<file path="config.mk">
export PLATFORM = sky130hd
export DESIGN_NAME = afe_switch_gain_regs
export DESIGN_NICKNAME = d
export VERILOG_FILES = /design/src/design/afe_pkg.sv /design/src/design/afe_sinc_filter.sv /design/src/design/afe_switch_gain_regs.sv
export SDC_FILE = /design/constraint.sdc
export NUM_CORES = 1
export LEC_CHECK = 0
export BUFFER_PORTS_ARGS = -buffer_cell sky130_fd_sc_hd__clkbuf_2
export CAP_MARGIN = 0
export CORE_UTILIZATION = 25
export DETAILED_ROUTE_END_ITERATION = 16
export SLEW_MARGIN = 25
export SYNTH_ARGS = -nofsm -noshare
export SYNTH_HDL_FRONTEND = slang
export SYNTH_SLANG_ARGS = --single-unit
</file>
<file path="constraint.sdc">
create_clock -name core_clk -period 2.8 [get_ports core_clk]
set_input_delay 0.28 -clock core_clk [delete_from_list [all_inputs] [get_ports core_clk]]
set_output_delay 0.28 -clock core_clk [all_outputs]
set_load 0.005 [all_outputs]
</file>
<file path="src/design/afe_pkg.sv">
package afe_pkg;

	// ----------------------------------------------------------------
	// Register map
	// ----------------------------------------------------------------
	localparam int unsigned ADDR_W = 8;
	localparam logic [7:0] OFS_AMP3     = 8'h00;
	localparam logic [7:0] OFS_SW_BASE  = 8'h04;
	localparam logic [7:0] OFS_SW_LAST  = 8'h28;
	localparam logic [7:0] OFS_STRIDE   = 8'h04;
	localparam logic [7:0] OFS_PGA_GAIN = 8'h2c;
	localparam logic [7:0] OFS_PGA_IN   = 8'h30;
	localparam logic [7:0] OFS_PGA_CH   = 8'h34;
	localparam logic [7:0] OFS_RES_LO   = 8'h38;
	localparam logic [7:0] OFS_RES_MID  = 8'h3c;
	localparam logic [7:0] OFS_RES_HI   = 8'h40;
	localparam logic [7:0] OFS_RATE     = 8'h44;
	localparam logic [7:0] OFS_CONV     = 8'h48;
	localparam logic [7:0] OFS_CLKSEL   = 8'h4c;
	localparam logic [7:0] OFS_SWAP     = 8'h50;

	// ----------------------------------------------------------------
	// Implemented-bit masks and reset values
	// ----------------------------------------------------------------
	localparam logic [7:0] MASK_AMP3   = 8'hcf;
	localparam logic [7:0] MASK_SW_A   = 8'hfe;
	localparam logic [7:0] MASK_SW_B   = 8'hff;
	localparam logic [7:0] MASK_SW_C   = 8'h3f;
	localparam logic [7:0] MASK_PGA_IN = 8'hfe;
	localparam logic [7:0] MASK_RATE   = 8'h7f;
	localparam logic [7:0] MASK_CONV   = 8'hbf;
	localparam logic [7:0] MASK_CLKSEL = 8'h1f;
	localparam logic [7:0] RST_ZERO    = 8'h00;
	localparam logic [7:0] RST_CONV    = 8'h04;

	// ----------------------------------------------------------------
	// Field positions
	// ----------------------------------------------------------------
	localparam int unsigned AMP3_EN_BIT   = 7;
	localparam int unsigned DEMOD_BIT     = 6;
	localparam int unsigned AMP2_OUT_BIT  = 5;
	localparam int unsigned SINE_BIT      = 5;
	localparam int unsigned POS_BIT_A     = 4;
	localparam int unsigned NEG_BIT_A     = 3;
	localparam int unsigned POS_BIT_BC    = 5;
	localparam int unsigned NEG_BIT_BC    = 4;
	localparam int unsigned BYPASS_BIT    = 7;
	localparam int unsigned LATCH_BIT     = 5;
	localparam int unsigned EOC_BIT       = 4;
	localparam int unsigned CONV_RST_BIT  = 3;
	localparam int unsigned CONV_OFF_BIT  = 2;
	localparam int unsigned NUM_PINS      = 10;
	localparam int unsigned NUM_SINE_PINS = 5;
	localparam int unsigned GROUP_C_FIRST = 8;

	// ----------------------------------------------------------------
	// Converter and gain constants
	// ----------------------------------------------------------------
	localparam logic [3:0] OSR_LOG_MAX  = 4'hf;
	localparam logic [3:0] OSR_CODE_MAX = 4'h8;
	localparam logic [3:0] RES_SHIFT    = 4'h8;
	localparam logic [1:0] RESP_OKAY    = 2'b00;
	localparam logic [1:0] RESP_SLVERR  = 2'b10;
	localparam logic [12:0] GAIN_UNITY  = 13'h03e8;
	localparam logic [12:0] AMP3_GAIN_MILLI [0:15] = '{
		13'h03e8, 13'h0474, 13'h051e, 13'h05dc, 13'h06c2, 13'h07d0, 13'h091a, 13'h0abe,
		13'h0cd5, 13'h0fa0, 13'h1388, 13'h03e8, 13'h03e8, 13'h03e8, 13'h03e8, 13'h03e8};

	// ----------------------------------------------------------------
	// Carriers
	// ----------------------------------------------------------------
	typedef struct packed {
		logic        enable;
		logic        demod_fwr;
		logic [12:0] gain_milli;
	} afe_amp3_t;

	typedef struct packed {
		logic       bypass;
		logic [1:0] ref_shift;
		logic [2:0] in_gain;
		logic [7:0] amp_gain;
	} afe_pga_t;

	typedef struct packed {
		logic [3:0] neg_sel;
		logic [3:0] pos_sel;
	} afe_chan_t;

endpackage

</file>
<file path="src/design/afe_sinc_filter.sv">
`timescale 1ns/1ns
module afe_sinc_filter
#(
	parameter int unsigned RES_W = 24,
	parameter int unsigned CNT_W = 16
)
(
	input  wire logic             clk,
	input  wire logic             arst_n,
	input  wire logic             run,
	input  wire logic [3:0]       osr_code,
	input  wire logic             bit_in,
	output logic                  done,
	output logic [RES_W-1:0]      result
);
	import afe_pkg::*;

	logic [CNT_W-1:0] sample_cnt_r;
	logic [CNT_W-1:0] ones_r;
	logic [3:0]       code_c;
	logic [3:0]       osr_log;
	logic [CNT_W-1:0] osr_last;
	logic [CNT_W-1:0] ones_nxt;
	logic [31:0]      scaled;

	// Reserved rate codes fall back to the shortest window.
	assign code_c   = (osr_code > OSR_CODE_MAX) ? OSR_CODE_MAX : osr_code;
	assign osr_log  = OSR_LOG_MAX - code_c;
	assign osr_last = (CNT_W'(1) << osr_log) - CNT_W'(1);
	assign ones_nxt = ones_r + CNT_W'(bit_in);
	assign scaled   = 32'(ones_nxt) << (5'(RES_SHIFT) + 5'(code_c)); // Widened so 8 + 8 cannot wrap to 0.

	// Counting-window decimator; a stopped filter drops its partial window.
	always_ff @(posedge clk or negedge arst_n)
	begin
		if (!arst_n)
		begin
			sample_cnt_r <= '0;
			ones_r       <= '0;
			done         <= 1'b0;
			result       <= '0;
		end
		else if (!run)
		begin
			sample_cnt_r <= '0;
			ones_r       <= '0;
			done         <= 1'b0;
		end
		else if (sample_cnt_r == osr_last)
		begin
			sample_cnt_r <= '0;
			ones_r       <= '0;
			done         <= 1'b1;
			result       <= (scaled > 32'h00ff_ffff) ? '1 : scaled[RES_W-1:0];
		end
		else
		begin
			sample_cnt_r <= sample_cnt_r + CNT_W'(1);
			ones_r       <= ones_nxt;
			done         <= 1'b0;
		end
	end

endmodule

</file>
<file path="src/design/afe_switch_gain_regs.sv">
// Our own choices: the address map and the AXI4-Lite register port.
`timescale 1ns/1ns
module afe_switch_gain_regs
#(
	parameter int unsigned RES_W = 24,
	parameter int unsigned CNT_W = 16
)
(
	input  wire logic                core_clk,
	input  wire logic                arst_n,
	input  wire logic [7:0]          s_axi_awaddr,
	input  wire logic                s_axi_awvalid,
	output logic                     s_axi_awready,
	input  wire logic [31:0]         s_axi_wdata,
	input  wire logic [3:0]          s_axi_wstrb,
	input  wire logic                s_axi_wvalid,
	output logic                     s_axi_wready,
	output logic [1:0]               s_axi_bresp,
	output logic                     s_axi_bvalid,
	input  wire logic                s_axi_bready,
	input  wire logic [7:0]          s_axi_araddr,
	input  wire logic                s_axi_arvalid,
	output logic                     s_axi_arready,
	output logic [31:0]              s_axi_rdata,
	output logic [1:0]               s_axi_rresp,
	output logic                     s_axi_rvalid,
	input  wire logic                s_axi_rready,
	input  wire logic                amp2_digital_out,
	input  wire logic                mod_bit,
	output afe_pkg::afe_amp3_t       amp3_cfg,
	output afe_pkg::afe_pga_t        pga_cfg,
	output afe_pkg::afe_chan_t       chan_sel,
	output logic [4:0]               pin_sine_switch,
	output logic [9:0]               pin_conv_pos_switch,
	output logic [9:0]               pin_conv_neg_switch,
	output logic [7:0]               pga_input_cfg,
	output logic [7:0]               conv_rate_cfg,
	output logic [7:0]               conv_ctrl_cfg,
	output logic [7:0]               conv_clk_cfg,
	output logic [7:0]               mod_swap_cfg
);
	import afe_pkg::*;

	// ----------------------------------------------------------------
	// Storage
	// ----------------------------------------------------------------
	logic [7:0]       amp3_r;
	logic [7:0]       sw_r [NUM_PINS];
	logic [7:0]       pga_gain_r;
	logic [7:0]       pga_in_r;
	logic [7:0]       pga_ch_r;
	logic [7:0]       rate_r;
	logic [7:0]       conv_r;
	logic [7:0]       clksel_r;
	logic [7:0]       swap_r;
	logic [RES_W-1:0] result_r;
	logic             amp2_s1_r;
	logic             amp2_s2_r;
	logic             mod_s1_r;
	logic             mod_s2_r;
	logic             wr_fire;
	logic             wr_en;
	logic             rd_fire;
	logic [7:0]       wbyte;
	logic [7:0]       rd_byte;
	logic             filt_run;
	logic             filt_done;
	logic [RES_W-1:0] filt_result;
	logic             res_update;

	// Word-aligned address inside the register map.
	function automatic logic addr_hit(input logic [7:0] a);
		logic hit;
		hit = 1'b0;
		case (a)
			OFS_AMP3, OFS_PGA_GAIN, OFS_PGA_IN, OFS_PGA_CH,
			OFS_RES_LO, OFS_RES_MID, OFS_RES_HI, OFS_RATE,
			OFS_CONV, OFS_CLKSEL, OFS_SWAP:
				hit = 1'b1;
			default:
				hit = (a >= OFS_SW_BASE) && (a <= OFS_SW_LAST) && (a[1:0] == 2'b00);
		endcase
		return hit;
	endfunction

	// Implemented bits of the pin switch register for one pin.
	function automatic logic [7:0] sw_mask(input int unsigned pin);
		logic [7:0] m;
		m = MASK_SW_B;
		if (pin < NUM_SINE_PINS)
			m = MASK_SW_A;
		else if (pin >= GROUP_C_FIRST)
			m = MASK_SW_C;
		return m;
	endfunction

	// ----------------------------------------------------------------
	// Input synchronisers
	// ----------------------------------------------------------------

	// The comparator and modulator bits come from analog logic off this clock.
	always_ff @(posedge core_clk or negedge arst_n)
	begin
		if (!arst_n)
		begin
			amp2_s1_r <= 1'b0;
			amp2_s2_r <= 1'b0;
			mod_s1_r  <= 1'b0;
			mod_s2_r  <= 1'b0;
		end
		else
		begin
			amp2_s1_r <= amp2_digital_out;
			amp2_s2_r <= amp2_s1_r;
			mod_s1_r  <= mod_bit;
			mod_s2_r  <= mod_s1_r;
		end
	end

	// ----------------------------------------------------------------
	// AXI4-Lite write channel
	// ----------------------------------------------------------------
	assign wr_fire = s_axi_awready && s_axi_awvalid && s_axi_wvalid;
	assign wr_en   = wr_fire && s_axi_wstrb[0] && addr_hit(s_axi_awaddr);
	assign wbyte   = s_axi_wdata[7:0];

	// Address and data are taken together once no response is pending.
	always_ff @(posedge core_clk or negedge arst_n)
	begin
		if (!arst_n)
		begin
			s_axi_awready <= 1'b0;
			s_axi_wready  <= 1'b0;
		end
		else
		begin
			s_axi_awready <= s_axi_awvalid && s_axi_wvalid && !s_axi_bvalid && !s_axi_awready;
			s_axi_wready  <= s_axi_awvalid && s_axi_wvalid && !s_axi_bvalid && !s_axi_awready;
		end
	end

	// Write response stands until the master takes it.
	always_ff @(posedge core_clk or negedge arst_n)
	begin
		if (!arst_n)
		begin
			s_axi_bvalid <= 1'b0;
			s_axi_bresp  <= RESP_OKAY;
		end
		else if (wr_fire)
		begin
			s_axi_bvalid <= 1'b1;
			s_axi_bresp  <= addr_hit(s_axi_awaddr) ? RESP_OKAY : RESP_SLVERR;
		end
		else if (s_axi_bready)
			s_axi_bvalid <= 1'b0;
	end

	// ----------------------------------------------------------------
	// Control registers
	// ----------------------------------------------------------------

	// Amplifier three control; the comparator bit is not stored here.
	always_ff @(posedge core_clk or negedge arst_n)
	begin
		if (!arst_n)
			amp3_r <= RST_ZERO;
		else if (wr_en && s_axi_awaddr == OFS_AMP3)
			amp3_r <= wbyte & MASK_AMP3;
	end

	// One switch register per analog pin, masked by its pin group.
	for (genvar i = 0; i < NUM_PINS; i++)
	begin : g_pin
		always_ff @(posedge core_clk or negedge arst_n)
		begin
			if (!arst_n)
				sw_r[i] <= RST_ZERO;
			else if (wr_en && s_axi_awaddr == OFS_SW_BASE + OFS_STRIDE * 8'(i))
				sw_r[i] <= wbyte & sw_mask(i);
		end
		if (i < NUM_SINE_PINS)
		begin : g_grp_a
			assign pin_sine_switch[i]     = sw_r[i][SINE_BIT];
			assign pin_conv_pos_switch[i] = sw_r[i][POS_BIT_A];
			assign pin_conv_neg_switch[i] = sw_r[i][NEG_BIT_A];
		end
		else
		begin : g_grp_bc
			assign pin_conv_pos_switch[i] = sw_r[i][POS_BIT_BC];
			assign pin_conv_neg_switch[i] = sw_r[i][NEG_BIT_BC];
		end
	end

	// Gain, input and channel setup of the programmable amplifier.
	always_ff @(posedge core_clk or negedge arst_n)
	begin
		if (!arst_n)
		begin
			pga_gain_r <= RST_ZERO;
			pga_in_r   <= RST_ZERO;
			pga_ch_r   <= RST_ZERO;
		end
		else if (wr_en)
		begin
			if (s_axi_awaddr == OFS_PGA_GAIN)
				pga_gain_r <= wbyte;
			if (s_axi_awaddr == OFS_PGA_IN)
				pga_in_r <= wbyte & MASK_PGA_IN;
			if (s_axi_awaddr == OFS_PGA_CH)
				pga_ch_r <= wbyte;
		end
	end

	// Converter rate, clock and swap settings.
	always_ff @(posedge core_clk or negedge arst_n)
	begin
		if (!arst_n)
		begin
			rate_r   <= RST_ZERO;
			clksel_r <= RST_ZERO;
			swap_r   <= RST_ZERO;
		end
		else if (wr_en)
		begin
			if (s_axi_awaddr == OFS_RATE)
				rate_r <= wbyte & MASK_RATE;
			if (s_axi_awaddr == OFS_CLKSEL)
				clksel_r <= wbyte & MASK_CLKSEL;
			if (s_axi_awaddr == OFS_SWAP)
				swap_r <= wbyte;
		end
	end

	// Converter control; a finished conversion sets its flag over a clear.
	always_ff @(posedge core_clk or negedge arst_n)
	begin
		if (!arst_n)
			conv_r <= RST_CONV;
		else
		begin
			if (wr_en && s_axi_awaddr == OFS_CONV)
				conv_r <= wbyte & MASK_CONV;
			if (res_update)
				conv_r[EOC_BIT] <= 1'b1;
		end
	end

	// ----------------------------------------------------------------
	// Conversion path
	// ----------------------------------------------------------------

	// The filter stops while powered off or held in software reset.
	assign filt_run   = !conv_r[CONV_OFF_BIT] && !conv_r[CONV_RST_BIT];
	assign res_update = filt_done && !conv_r[LATCH_BIT];

	afe_sinc_filter #(
		.RES_W (RES_W),
		.CNT_W (CNT_W)
	) u_sinc (
		.clk      (core_clk),
		.arst_n   (arst_n),
		.run      (filt_run),
		.osr_code (rate_r[3:0]),
		.bit_in   (mod_s2_r),
		.done     (filt_done),
		.result   (filt_result)
	);

	// Result holds while the latch bit is set so reads stay coherent.
	always_ff @(posedge core_clk or negedge arst_n)
	begin
		if (!arst_n)
			result_r <= '0;
		else if (res_update)
			result_r <= filt_result;
	end

	// ----------------------------------------------------------------
	// Decoded analog controls
	// ----------------------------------------------------------------

	// Amplifier three settings; decoded gain lags its register by a cycle.
	always_ff @(posedge core_clk or negedge arst_n)
	begin
		if (!arst_n)
			amp3_cfg <= '{enable: 1'b0, demod_fwr: 1'b0, gain_milli: GAIN_UNITY};
		else
		begin
			amp3_cfg.enable     <= amp3_r[AMP3_EN_BIT];
			amp3_cfg.demod_fwr  <= amp3_r[DEMOD_BIT];
			amp3_cfg.gain_milli <= AMP3_GAIN_MILLI[amp3_r[3:0]];
		end
	end

	// Programmable amplifier and converter gains.
	always_ff @(posedge core_clk or negedge arst_n)
	begin
		if (!arst_n)
			pga_cfg <= '{bypass: 1'b0, ref_shift: 2'h0, in_gain: 3'h1, amp_gain: 8'h01};
		else
		begin
			pga_cfg.bypass    <= pga_gain_r[BYPASS_BIT];
			pga_cfg.ref_shift <= pga_gain_r[6:5];
			pga_cfg.in_gain   <= 3'h1 << pga_gain_r[4:3];
			pga_cfg.amp_gain  <= 8'h01 << pga_gain_r[2:0];
		end
	end

	// Independent positive and negative selects serve both input layouts.
	always_ff @(posedge core_clk or negedge arst_n)
	begin
		if (!arst_n)
			chan_sel <= '0;
		else
		begin
			chan_sel.pos_sel <= pga_ch_r[3:0];
			chan_sel.neg_sel <= pga_ch_r[7:4];
		end
	end

	// Raw setup bytes for the converter's analog and clock logic.
	assign pga_input_cfg = pga_in_r;
	assign conv_rate_cfg = rate_r;
	assign conv_ctrl_cfg = conv_r;
	assign conv_clk_cfg  = clksel_r;
	assign mod_swap_cfg  = swap_r;

	// ----------------------------------------------------------------
	// AXI4-Lite read channel
	// ----------------------------------------------------------------
	assign rd_fire = s_axi_arready && s_axi_arvalid;

	// Read data selection; unmapped addresses return zero.
	always_comb
	begin
		rd_byte = 8'h00;
		case (s_axi_araddr)
			OFS_AMP3:
			begin
				rd_byte               = amp3_r;
				rd_byte[AMP2_OUT_BIT] = amp2_s2_r;
			end
			OFS_PGA_GAIN: rd_byte = pga_gain_r;
			OFS_PGA_IN:   rd_byte = pga_in_r;
			OFS_PGA_CH:   rd_byte = pga_ch_r;
			OFS_RES_LO:   rd_byte = result_r[7:0];
			OFS_RES_MID:  rd_byte = result_r[15:8];
			OFS_RES_HI:   rd_byte = result_r[23:16];
			OFS_RATE:     rd_byte = rate_r;
			OFS_CONV:     rd_byte = conv_r;
			OFS_CLKSEL:   rd_byte = clksel_r;
			OFS_SWAP:     rd_byte = swap_r;
			default:
			begin
				for (int i = 0; i < NUM_PINS; i++)
					if (s_axi_araddr == OFS_SW_BASE + OFS_STRIDE * 8'(i))
						rd_byte = sw_r[i];
			end
		endcase
	end

	// One read at a time; the address is taken when no data is pending.
	always_ff @(posedge core_clk or negedge arst_n)
	begin
		if (!arst_n)
			s_axi_arready <= 1'b0;
		else
			s_axi_arready <= s_axi_arvalid && !s_axi_rvalid && !s_axi_arready;
	end

	// Read data stands until the master takes it.
	always_ff @(posedge core_clk or negedge arst_n)
	begin
		if (!arst_n)
		begin
			s_axi_rvalid <= 1'b0;
			s_axi_rdata  <= 32'h0000_0000;
			s_axi_rresp  <= RESP_OKAY;
		end
		else if (rd_fire)
		begin
			s_axi_rvalid <= 1'b1;
			s_axi_rdata  <= {24'h00_0000, rd_byte};
			s_axi_rresp  <= addr_hit(s_axi_araddr) ? RESP_OKAY : RESP_SLVERR;
		end
		else if (s_axi_rready)
			s_axi_rvalid <= 1'b0;
	end

endmodule

</file>
==> results.sh, run 1 <==
export IMPL_status="finished clean"
export IMPL_startpoint_type="register"
export IMPL_drv_slew=0
export IMPL_layout_min_cycle_time_ps=2665
export IMPL_fin_crit_sh_pct=95.17
export IMPL_setup_viol=0
export IMPL_ant_nets=0
export IMPL_fin_worst_skew_ps=34.62
export IMPL_ys_seq_area_share_pct=51.57
export IMPL_yosysUniqueCellTypes=71
export IMPL_cts_tree="built"
export IMPL_dp_cells=1975
export IMPL_final_cell_mix="dfrtp_1, mux2_2, clkbuf_2"
export IMPL_area_growth_pct=22.52
export IMPL_die_area_um2=52050
export IMPL_start_util_pct=25.43
export IMPL_utilization_pct=31.16
export IMPL_firstDrtPassIters=5
export IMPL_port_buffers=144
export IMPL_synth_ff_type="dfrtp_1"
export IMPL_drc=0
export IMPL_final_common_cell="dfrtp_1"
export IMPL_io_pins=204
export IMPL_grt_pass1_vias=9698
export IMPL_drive_above_1_share_pct=34.14
export IMPL_yosys_warnings=0
export IMPL_worstSetupPathType="reg2reg"
export IMPL_stdcell_count=2043
export IMPL_nNetsFinal=1416
export IMPL_dp_slack_ps=23.60
export IMPL_critPathMaxFanout=12
export IMPL_synthArstFlopShare_pct=100.0
export IMPL_relSlewSlack_pct=48.91
export IMPL_min_path_type="in2reg"
export IMPL_root_buffer="clkbuf_16"
export IMPL_endpoint_kind="register"
export IMPL_worstMarginPinSlew_ps=763.5
export IMPL_fin_tns_setup_ps=0
export IMPL_first_iter_violations=880
export IMPL_rows=82
export IMPL_power_density_nw_per_um2=589.5
export IMPL_leakage_nw=7.293
export IMPL_cp_arrival_ps=3170
export IMPL_hpwl_um=27620
export IMPL_cts_clk_slew_worst_paths_ps=60
export IMPL_antenna_found_initial=0
export IMPL_drv_cap=0
export IMPL_cts_max_path_buffers=3
export IMPL_wirelength_um=38660
export IMPL_synth_area_per_cell_um2=10.96
export IMPL_htree_levels=1
export IMPL_num_vias=9890
export IMPL_wl_per_cell_um=18.92
export IMPL_cts_buffers=30
export IMPL_grt_pass1_wl_um=58540
export IMPL_vias_per_cell=4.841
export IMPL_ys_seq_elements=263
export IMPL_netlist_area_um2=12780
export IMPL_die_h_um=228.1
export IMPL_synth_edf_count=0
export IMPL_clk_latency_ps=590
export IMPL_die_w_um=228.1
export IMPL_fp_coreArea_um2=50270
export IMPL_synthCells=1167
export IMPL_cp_required_ps=3310
export IMPL_grt_overflow_total=0
export IMPL_timing_final_ws_setup_ps=135.3
export IMPL_finalHoldViolations=0
export IMPL_gp_congestion=0.8829
export IMPL_hold_slack_ps=89.94
export IMPL_max_freq_mhz=375.3
export IMPL_grt_util_all_layers_pct=14.39
export IMPL_diodes=0
export IMPL_grt_max_degree=87
export IMPL_cts_sinks=263
export IMPL_max_vdd_ir_drop_v=0.0004189
layer usage:
metal  part of all wire [%]  wire [µm]  vias to the layer above  global-route usage [%]
met1                     43      16470                     5005                   18.87
met3                    7.0       2700                       71                   3.088
met5                      0          0                        -                       0
met4                    3.2       1249                        0                   5.663
met2                     47      18240                      343                   23.06
li1                       -          -                     4471                       -
final timing paths:
check                                    start                            end  slack (ps)  cells after the start
max in group asynchronous               arst_n     u_sinc.ones_r[7]$_DFF_PN0_        1610                      3
min                               s_axi_wvalid       s_axi_bvalid$_DFFE_PN0P_          90                      3
min reg2reg                amp2_s1_r$_DFF_PN0_            amp2_s2_r$_DFF_PN0_         350                      0
max                         mod_s2_r$_DFF_PN0_  u_sinc.result[17]$_DFFE_PN0P_         140                     13
min in group asynchronous               arst_n    conv_clk_cfg[3]$_DFFE_PN0P_         330                      2
max reg2reg                 mod_s2_r$_DFF_PN0_  u_sinc.result[17]$_DFFE_PN0P_         140                     13
kinds of logic after synthesis:
logic type,share of synthesized area [%]
other,0.05874
buffers and inverters,5.882
xor gates and xnor gates,2.603
AOI/OAI and AO/OA,11.70
muxes,14.78
and+or+nand+nor,12.62
adders and majority gates,0.7830
DFF,51.57
Yosys cell counts (all sizes together) (19+ instances only):
cell type	number	share of area [%]
nand3	34	1.4
mux2i	20	1.6
nand2	81	2.4
mux2	150	13
o21ai	38	1.5
buf	77	4.2
a221oi	19	1.3
nor3	24	1.0
dfrtp	254	50
a21oi	51	2.0
clkbuf	38	1.1
nor2	117	3.5
xnor2	22	1.5
final cells by class:
cell class              count  area, µm²
repair buffers            231       1496
multi-input cells         803       5734
well taps                 672      840.8
clock buffers              44      823.3
fillers                  5160      34610
clock inverters            12      103.9
flip-flops and latches    263       6594
inverters                  18      71.32
metrics by stage:
stage	power [W]	cell area, µm²
finish	0.009234	15660
global route	0.009648	15660
CTS	0.009252	15450
detailed placement	0.005513	14430
global placement	0.005478	14430
floorplan	0.005041	12900
where the power goes:
part / switching (W) / total, W / internal, W
logic: 0.000727 / 0.00125 / 0.000519
registers: 0.000242 / 0.00429 / 0.00404
clock network: 0.00165 / 0.00370 / 0.00205
total: 0.00262 / 0.00923 / 0.00662
worst max-delay path, cell delays in order (launching register included):
cell and delay (ps):
dfrtp_1 380, ha_4 170, ha_4 140, nand4_4 110, buf_4 200, nor3_4 210
xnor2_2 140, mux2_2 280, o221a_1 260, a21oi_2 190, nor3_4 50, buf_4 150
buf_12 140, a31oi_2 160
state kept, by name, summed over array words and instances, names as in the netlist, 7 cells and up:
signal               cells
chan_sel                 8
u_sinc.result           24
s_axi_rdata              8
result_r                24
pin_conv_pos_switch     10
pga_gain_r               8
conv_ctrl_cfg            7
mod_swap_cfg             8
pga_cfg                 14
pin_conv_neg_switch     10
amp3_cfg                15
u_sinc.sample_cnt_r     16
u_sinc.ones_r           16
pga_input_cfg            7
pga_ch_r                 8
sw_r                    46
conv_rate_cfg            7
repair_timing:
| item | 4_1_cts | 5_1_grt |
|---|---|---|
| pin swaps | 0 | 6 |
| endpoints found under the setup margin | 1 | 24 |
| buffers inserted | 0 | 3 |
| resized for setup | 1 | 27 |
| cloned | 0 | 1 |
| endpoints found under the hold margin | 85 | 0 |
| hold buffers | 8 | 0 |
(Power assumes the default switching activity.)
==> inputs of run 2 (changes only) <==
--- a/config.mk
+++ b/config.mk
@@ -5,6 +5,7 @@
 export SDC_FILE = /design/constraint.sdc
 export NUM_CORES = 1
 export LEC_CHECK = 0
+export ABC_AREA = 1
 export BUFFER_PORTS_ARGS = -buffer_cell sky130_fd_sc_hd__clkbuf_2
 export CAP_MARGIN = 0
 export CORE_UTILIZATION = 25
==> run 2 against run 1 <==
Against the previous run: critical path depth fell by 2; synthesized area is 0.30% lower; clock-buffer cell count shrank 1; register-to-register slack better by 190 ps; sequential cell count is the same; critical endpoint is now u_sinc.result[22]$_DFFE_PN0P_; largest power group unchanged; highest routed layer unchanged.
==> results.sh, run 2 <==
export IMPL_layout_min_cycle_time_ps=2474
export IMPL_rr_worst_depth=11
export IMPL_firstDrtPassIters=8
export IMPL_grt_pass1_wl_um=60060
export IMPL_relSlewSlack_pct=42.21
export IMPL_vias_per_cell=4.527
export IMPL_min_path_type="in2reg"
export IMPL_min_path_cells=5
export IMPL_yosys_warnings=0
export IMPL_fin_worst_skew_ps=37.65
export IMPL_max_flop_register="sw_r"
export IMPL_netlist_area_um2=12750
export IMPL_hpwl_um=28710
export IMPL_synth_edf_count=0
export IMPL_yosysTopAreaCell="dfrtp_1"
export IMPL_fill_cells=5306
export IMPL_yosysMostFrequentCell="nand2_1"
export IMPL_die_w_um=227.8
export IMPL_rows=82
export IMPL_min_to="s_axi_bresp[1]$_DFFE_PN0P_"
export IMPL_io_pins=204
export IMPL_synthCells=1554
export IMPL_cpMostUsedCell="nor2_1"
export IMPL_grt_util_all_layers_pct=14.72
export IMPL_cp_num_buf_inv=1
export IMPL_antenna_found_initial=0
export IMPL_max_stage_delay_ps=640
export IMPL_root_buffer="clkbuf_16"
export IMPL_drv_cap=0
export IMPL_synth_area_per_cell_um2=8.202
export IMPL_drc=0
export IMPL_ys_seq_elements=263
export IMPL_htree_levels=1
export IMPL_area_growth_pct=18.97
export IMPL_grt_max_degree=80
export IMPL_cp_required_ps=3240
export IMPL_reg_top3="sw_r: 46 flops, result_r: 24 flops, u_sinc.result: 24 flops"
export IMPL_synth_top_area_share_pct=49.87
export IMPL_fp_coreArea_um2=50270
export IMPL_num_vias=10820
export IMPL_fin_crit_sh_pct=88.34
export IMPL_ant_nets=0
export IMPL_worstSetupPathType="reg2reg"
export IMPL_cts_clk_slew_worst_paths_ps=60
export IMPL_hp_start="s_axi_awaddr[6]"
export IMPL_cts_max_path_buffers=3
export IMPL_crit_chain="buf_4 > xor2_2 > nand2_1 > nor2_1 > nand3_1 > nor3_1 > nand2_1 > nor2_2 > nand4_1 > nor2_1 > nor2_1"
export IMPL_synthArstFlopShare_pct=100.0
export IMPL_endpoint_kind="register"
export IMPL_r2r_end="u_sinc.result[22]$_DFFE_PN0P_"
export IMPL_crit_slowest_cell="dfrtp_1"
export IMPL_final_cell_mix="nand2_1, dfrtp_1, o21ai_0"
export IMPL_drive_above_1_share_pct=16.64
export IMPL_drv_slew=0
export IMPL_synth_ff_type="dfrtp_1"
export IMPL_critPathTopFamily="simple AND/OR/NAND/NOR gates"
export IMPL_power_density_nw_per_um2=590.8
export IMPL_die_area_um2=51890
export IMPL_cts_tree="built"
export IMPL_finalHoldViolations=0
export IMPL_cts_sinks=263
export IMPL_diodes=0
export IMPL_synth_commonest_cells="nand2_1, dfrtp_1, o21ai_0"
export IMPL_crit_start="conv_rate_cfg[3]$_DFFE_PN0P_"
export IMPL_utilization_pct=30.16
export IMPL_netlist_top_cells_area="dfrtp_1, nand2_1, o21ai_0, nor2_1, inv_1"
export IMPL_critPathMaxFanout=12
export IMPL_port_buffers=144
export IMPL_cts_buffers=30
export IMPL_max_freq_mhz=404.3
export IMPL_largest_reg_flops=46
export IMPL_rsz0062_at_grt="false"
export IMPL_leakage_nw=7.386
export IMPL_first_iter_violations=851
export IMPL_die_h_um=227.8
export IMPL_fin_tns_setup_ps=0
export IMPL_clk_latency_ps=580
export IMPL_startpoint_type="register"
export IMPL_nNetsFinal=1766
export IMPL_worstMarginPinSlew_ps=865.9
export IMPL_final_common_cell="nand2_1"
export IMPL_grt_pass1_vias=10290
export IMPL_gp_congestion=0.8698
export IMPL_r2r_start="conv_rate_cfg[3]$_DFFE_PN0P_"
export IMPL_cp_depth=11
export IMPL_status="finished clean"
export IMPL_max_vdd_ir_drop_v=0.0004420
export IMPL_wirelength_um=38570
export IMPL_yosysUniqueCellTypes=49
export IMPL_start_util_pct=25.35
export IMPL_cp_arrival_ps=2920
export IMPL_rrSetupSlack_ps=330
export IMPL_cts_setup_buffers=0
export IMPL_grt_overflow_total=0
export IMPL_wl_per_cell_um=16.13
export IMPL_ys_seq_area_share_pct=51.72
export IMPL_setup_viol=0
-- run 2: repair_timing --
item                                    CTS  global route
endpoints found under the setup margin    0             1
hold buffers                              8             0
resized for setup                         0             1
hold endpoints to repair                 62             0
-- run 2: through the flow --
stage | hold slack (ps) | power (W) | setup slack, ps | area, µm² | std cells
3_3_place_gp | 246.9 | 0.004980 | 314.2 | 14050 | 2329
3_5_place_dp | 249.6 | 0.004989 | 311.7 | 14050 | 2329
5_1_grt | 98.23 | 0.009335 | 76.40 | 15160 | 2391
4_1_cts | 53.79 | 0.009055 | 290.6 | 15150 | 2391
2_1_floorplan | -15.59 | 0.004654 | 562.6 | 12870 | 1586
6_report | 78.82 | 0.008959 | 326.4 | 15160 | 2391
-- run 2: how the worst max path moves through the flow --
| stage | endpoint | slack [ps] |
|---|---|---|
| after detailed placement | u_sinc.result[11]$_DFFE_PN0P_ | 310 |
| after floorplan | u_sinc.result[8]$_DFFE_PN0P_ | 560 |
| after global routing | u_sinc.result[11]$_DFFE_PN0P_ | 80 |
| final | u_sinc.result[22]$_DFFE_PN0P_ | 330 |
| after CTS | u_sinc.result[10]$_DFFE_PN0P_ | 290 |
| after global placement | u_sinc.result[10]$_DFFE_PN0P_ | 310 |
-- run 2: routing by layer --
layer	GRT usage, %	share of wire, %	vias to the layer above
li1	-	-	5246
met1	19.27	43	5154
met2	23.75	46	369
met3	4.563	8.8	54
met4	3.125	2.1	0
met5	0	0	-
-- run 2: cell type report --
type	count	area (µm²)	area share, %
clock buffers	43	839.6	5.537
clock inverters	11	180.2	1.188
inverters	137	514.2	3.391
flip-flops and latches	263	6593	43.48
multi-input cells	1081	5107	33.68
well taps	672	840.8	5.545
repair buffers	184	1089	7.179
-- run 2: cell families after synthesis --
kind of cell	share of synthesized area (%)
muxes	1.325
AOI/OAI and AO/OA	10.54
buffers and inverters	9.218
and+or+nand+nor	25.26
xor gates and xnor gates	1.090
adders and majority gates	0.7853
DFF	51.72
other	0.05892
-- run 2: where the power goes --
part | total, W | switching [W] | internal, W
Sequential | 0.00407 | 0.000135 | 0.00393
Clock | 0.00403 | 0.00158 | 0.00245
Combinational | 0.000864 | 0.000582 | 0.000282
Total | 0.00896 | 0.00229 | 0.00667
-- run 2: worst min-delay path, cell delays in order --
cell	delay, ps
clkbuf_2	100
inv_1	70
o31ai_1	70
inv_1	60
a21oi_1	40
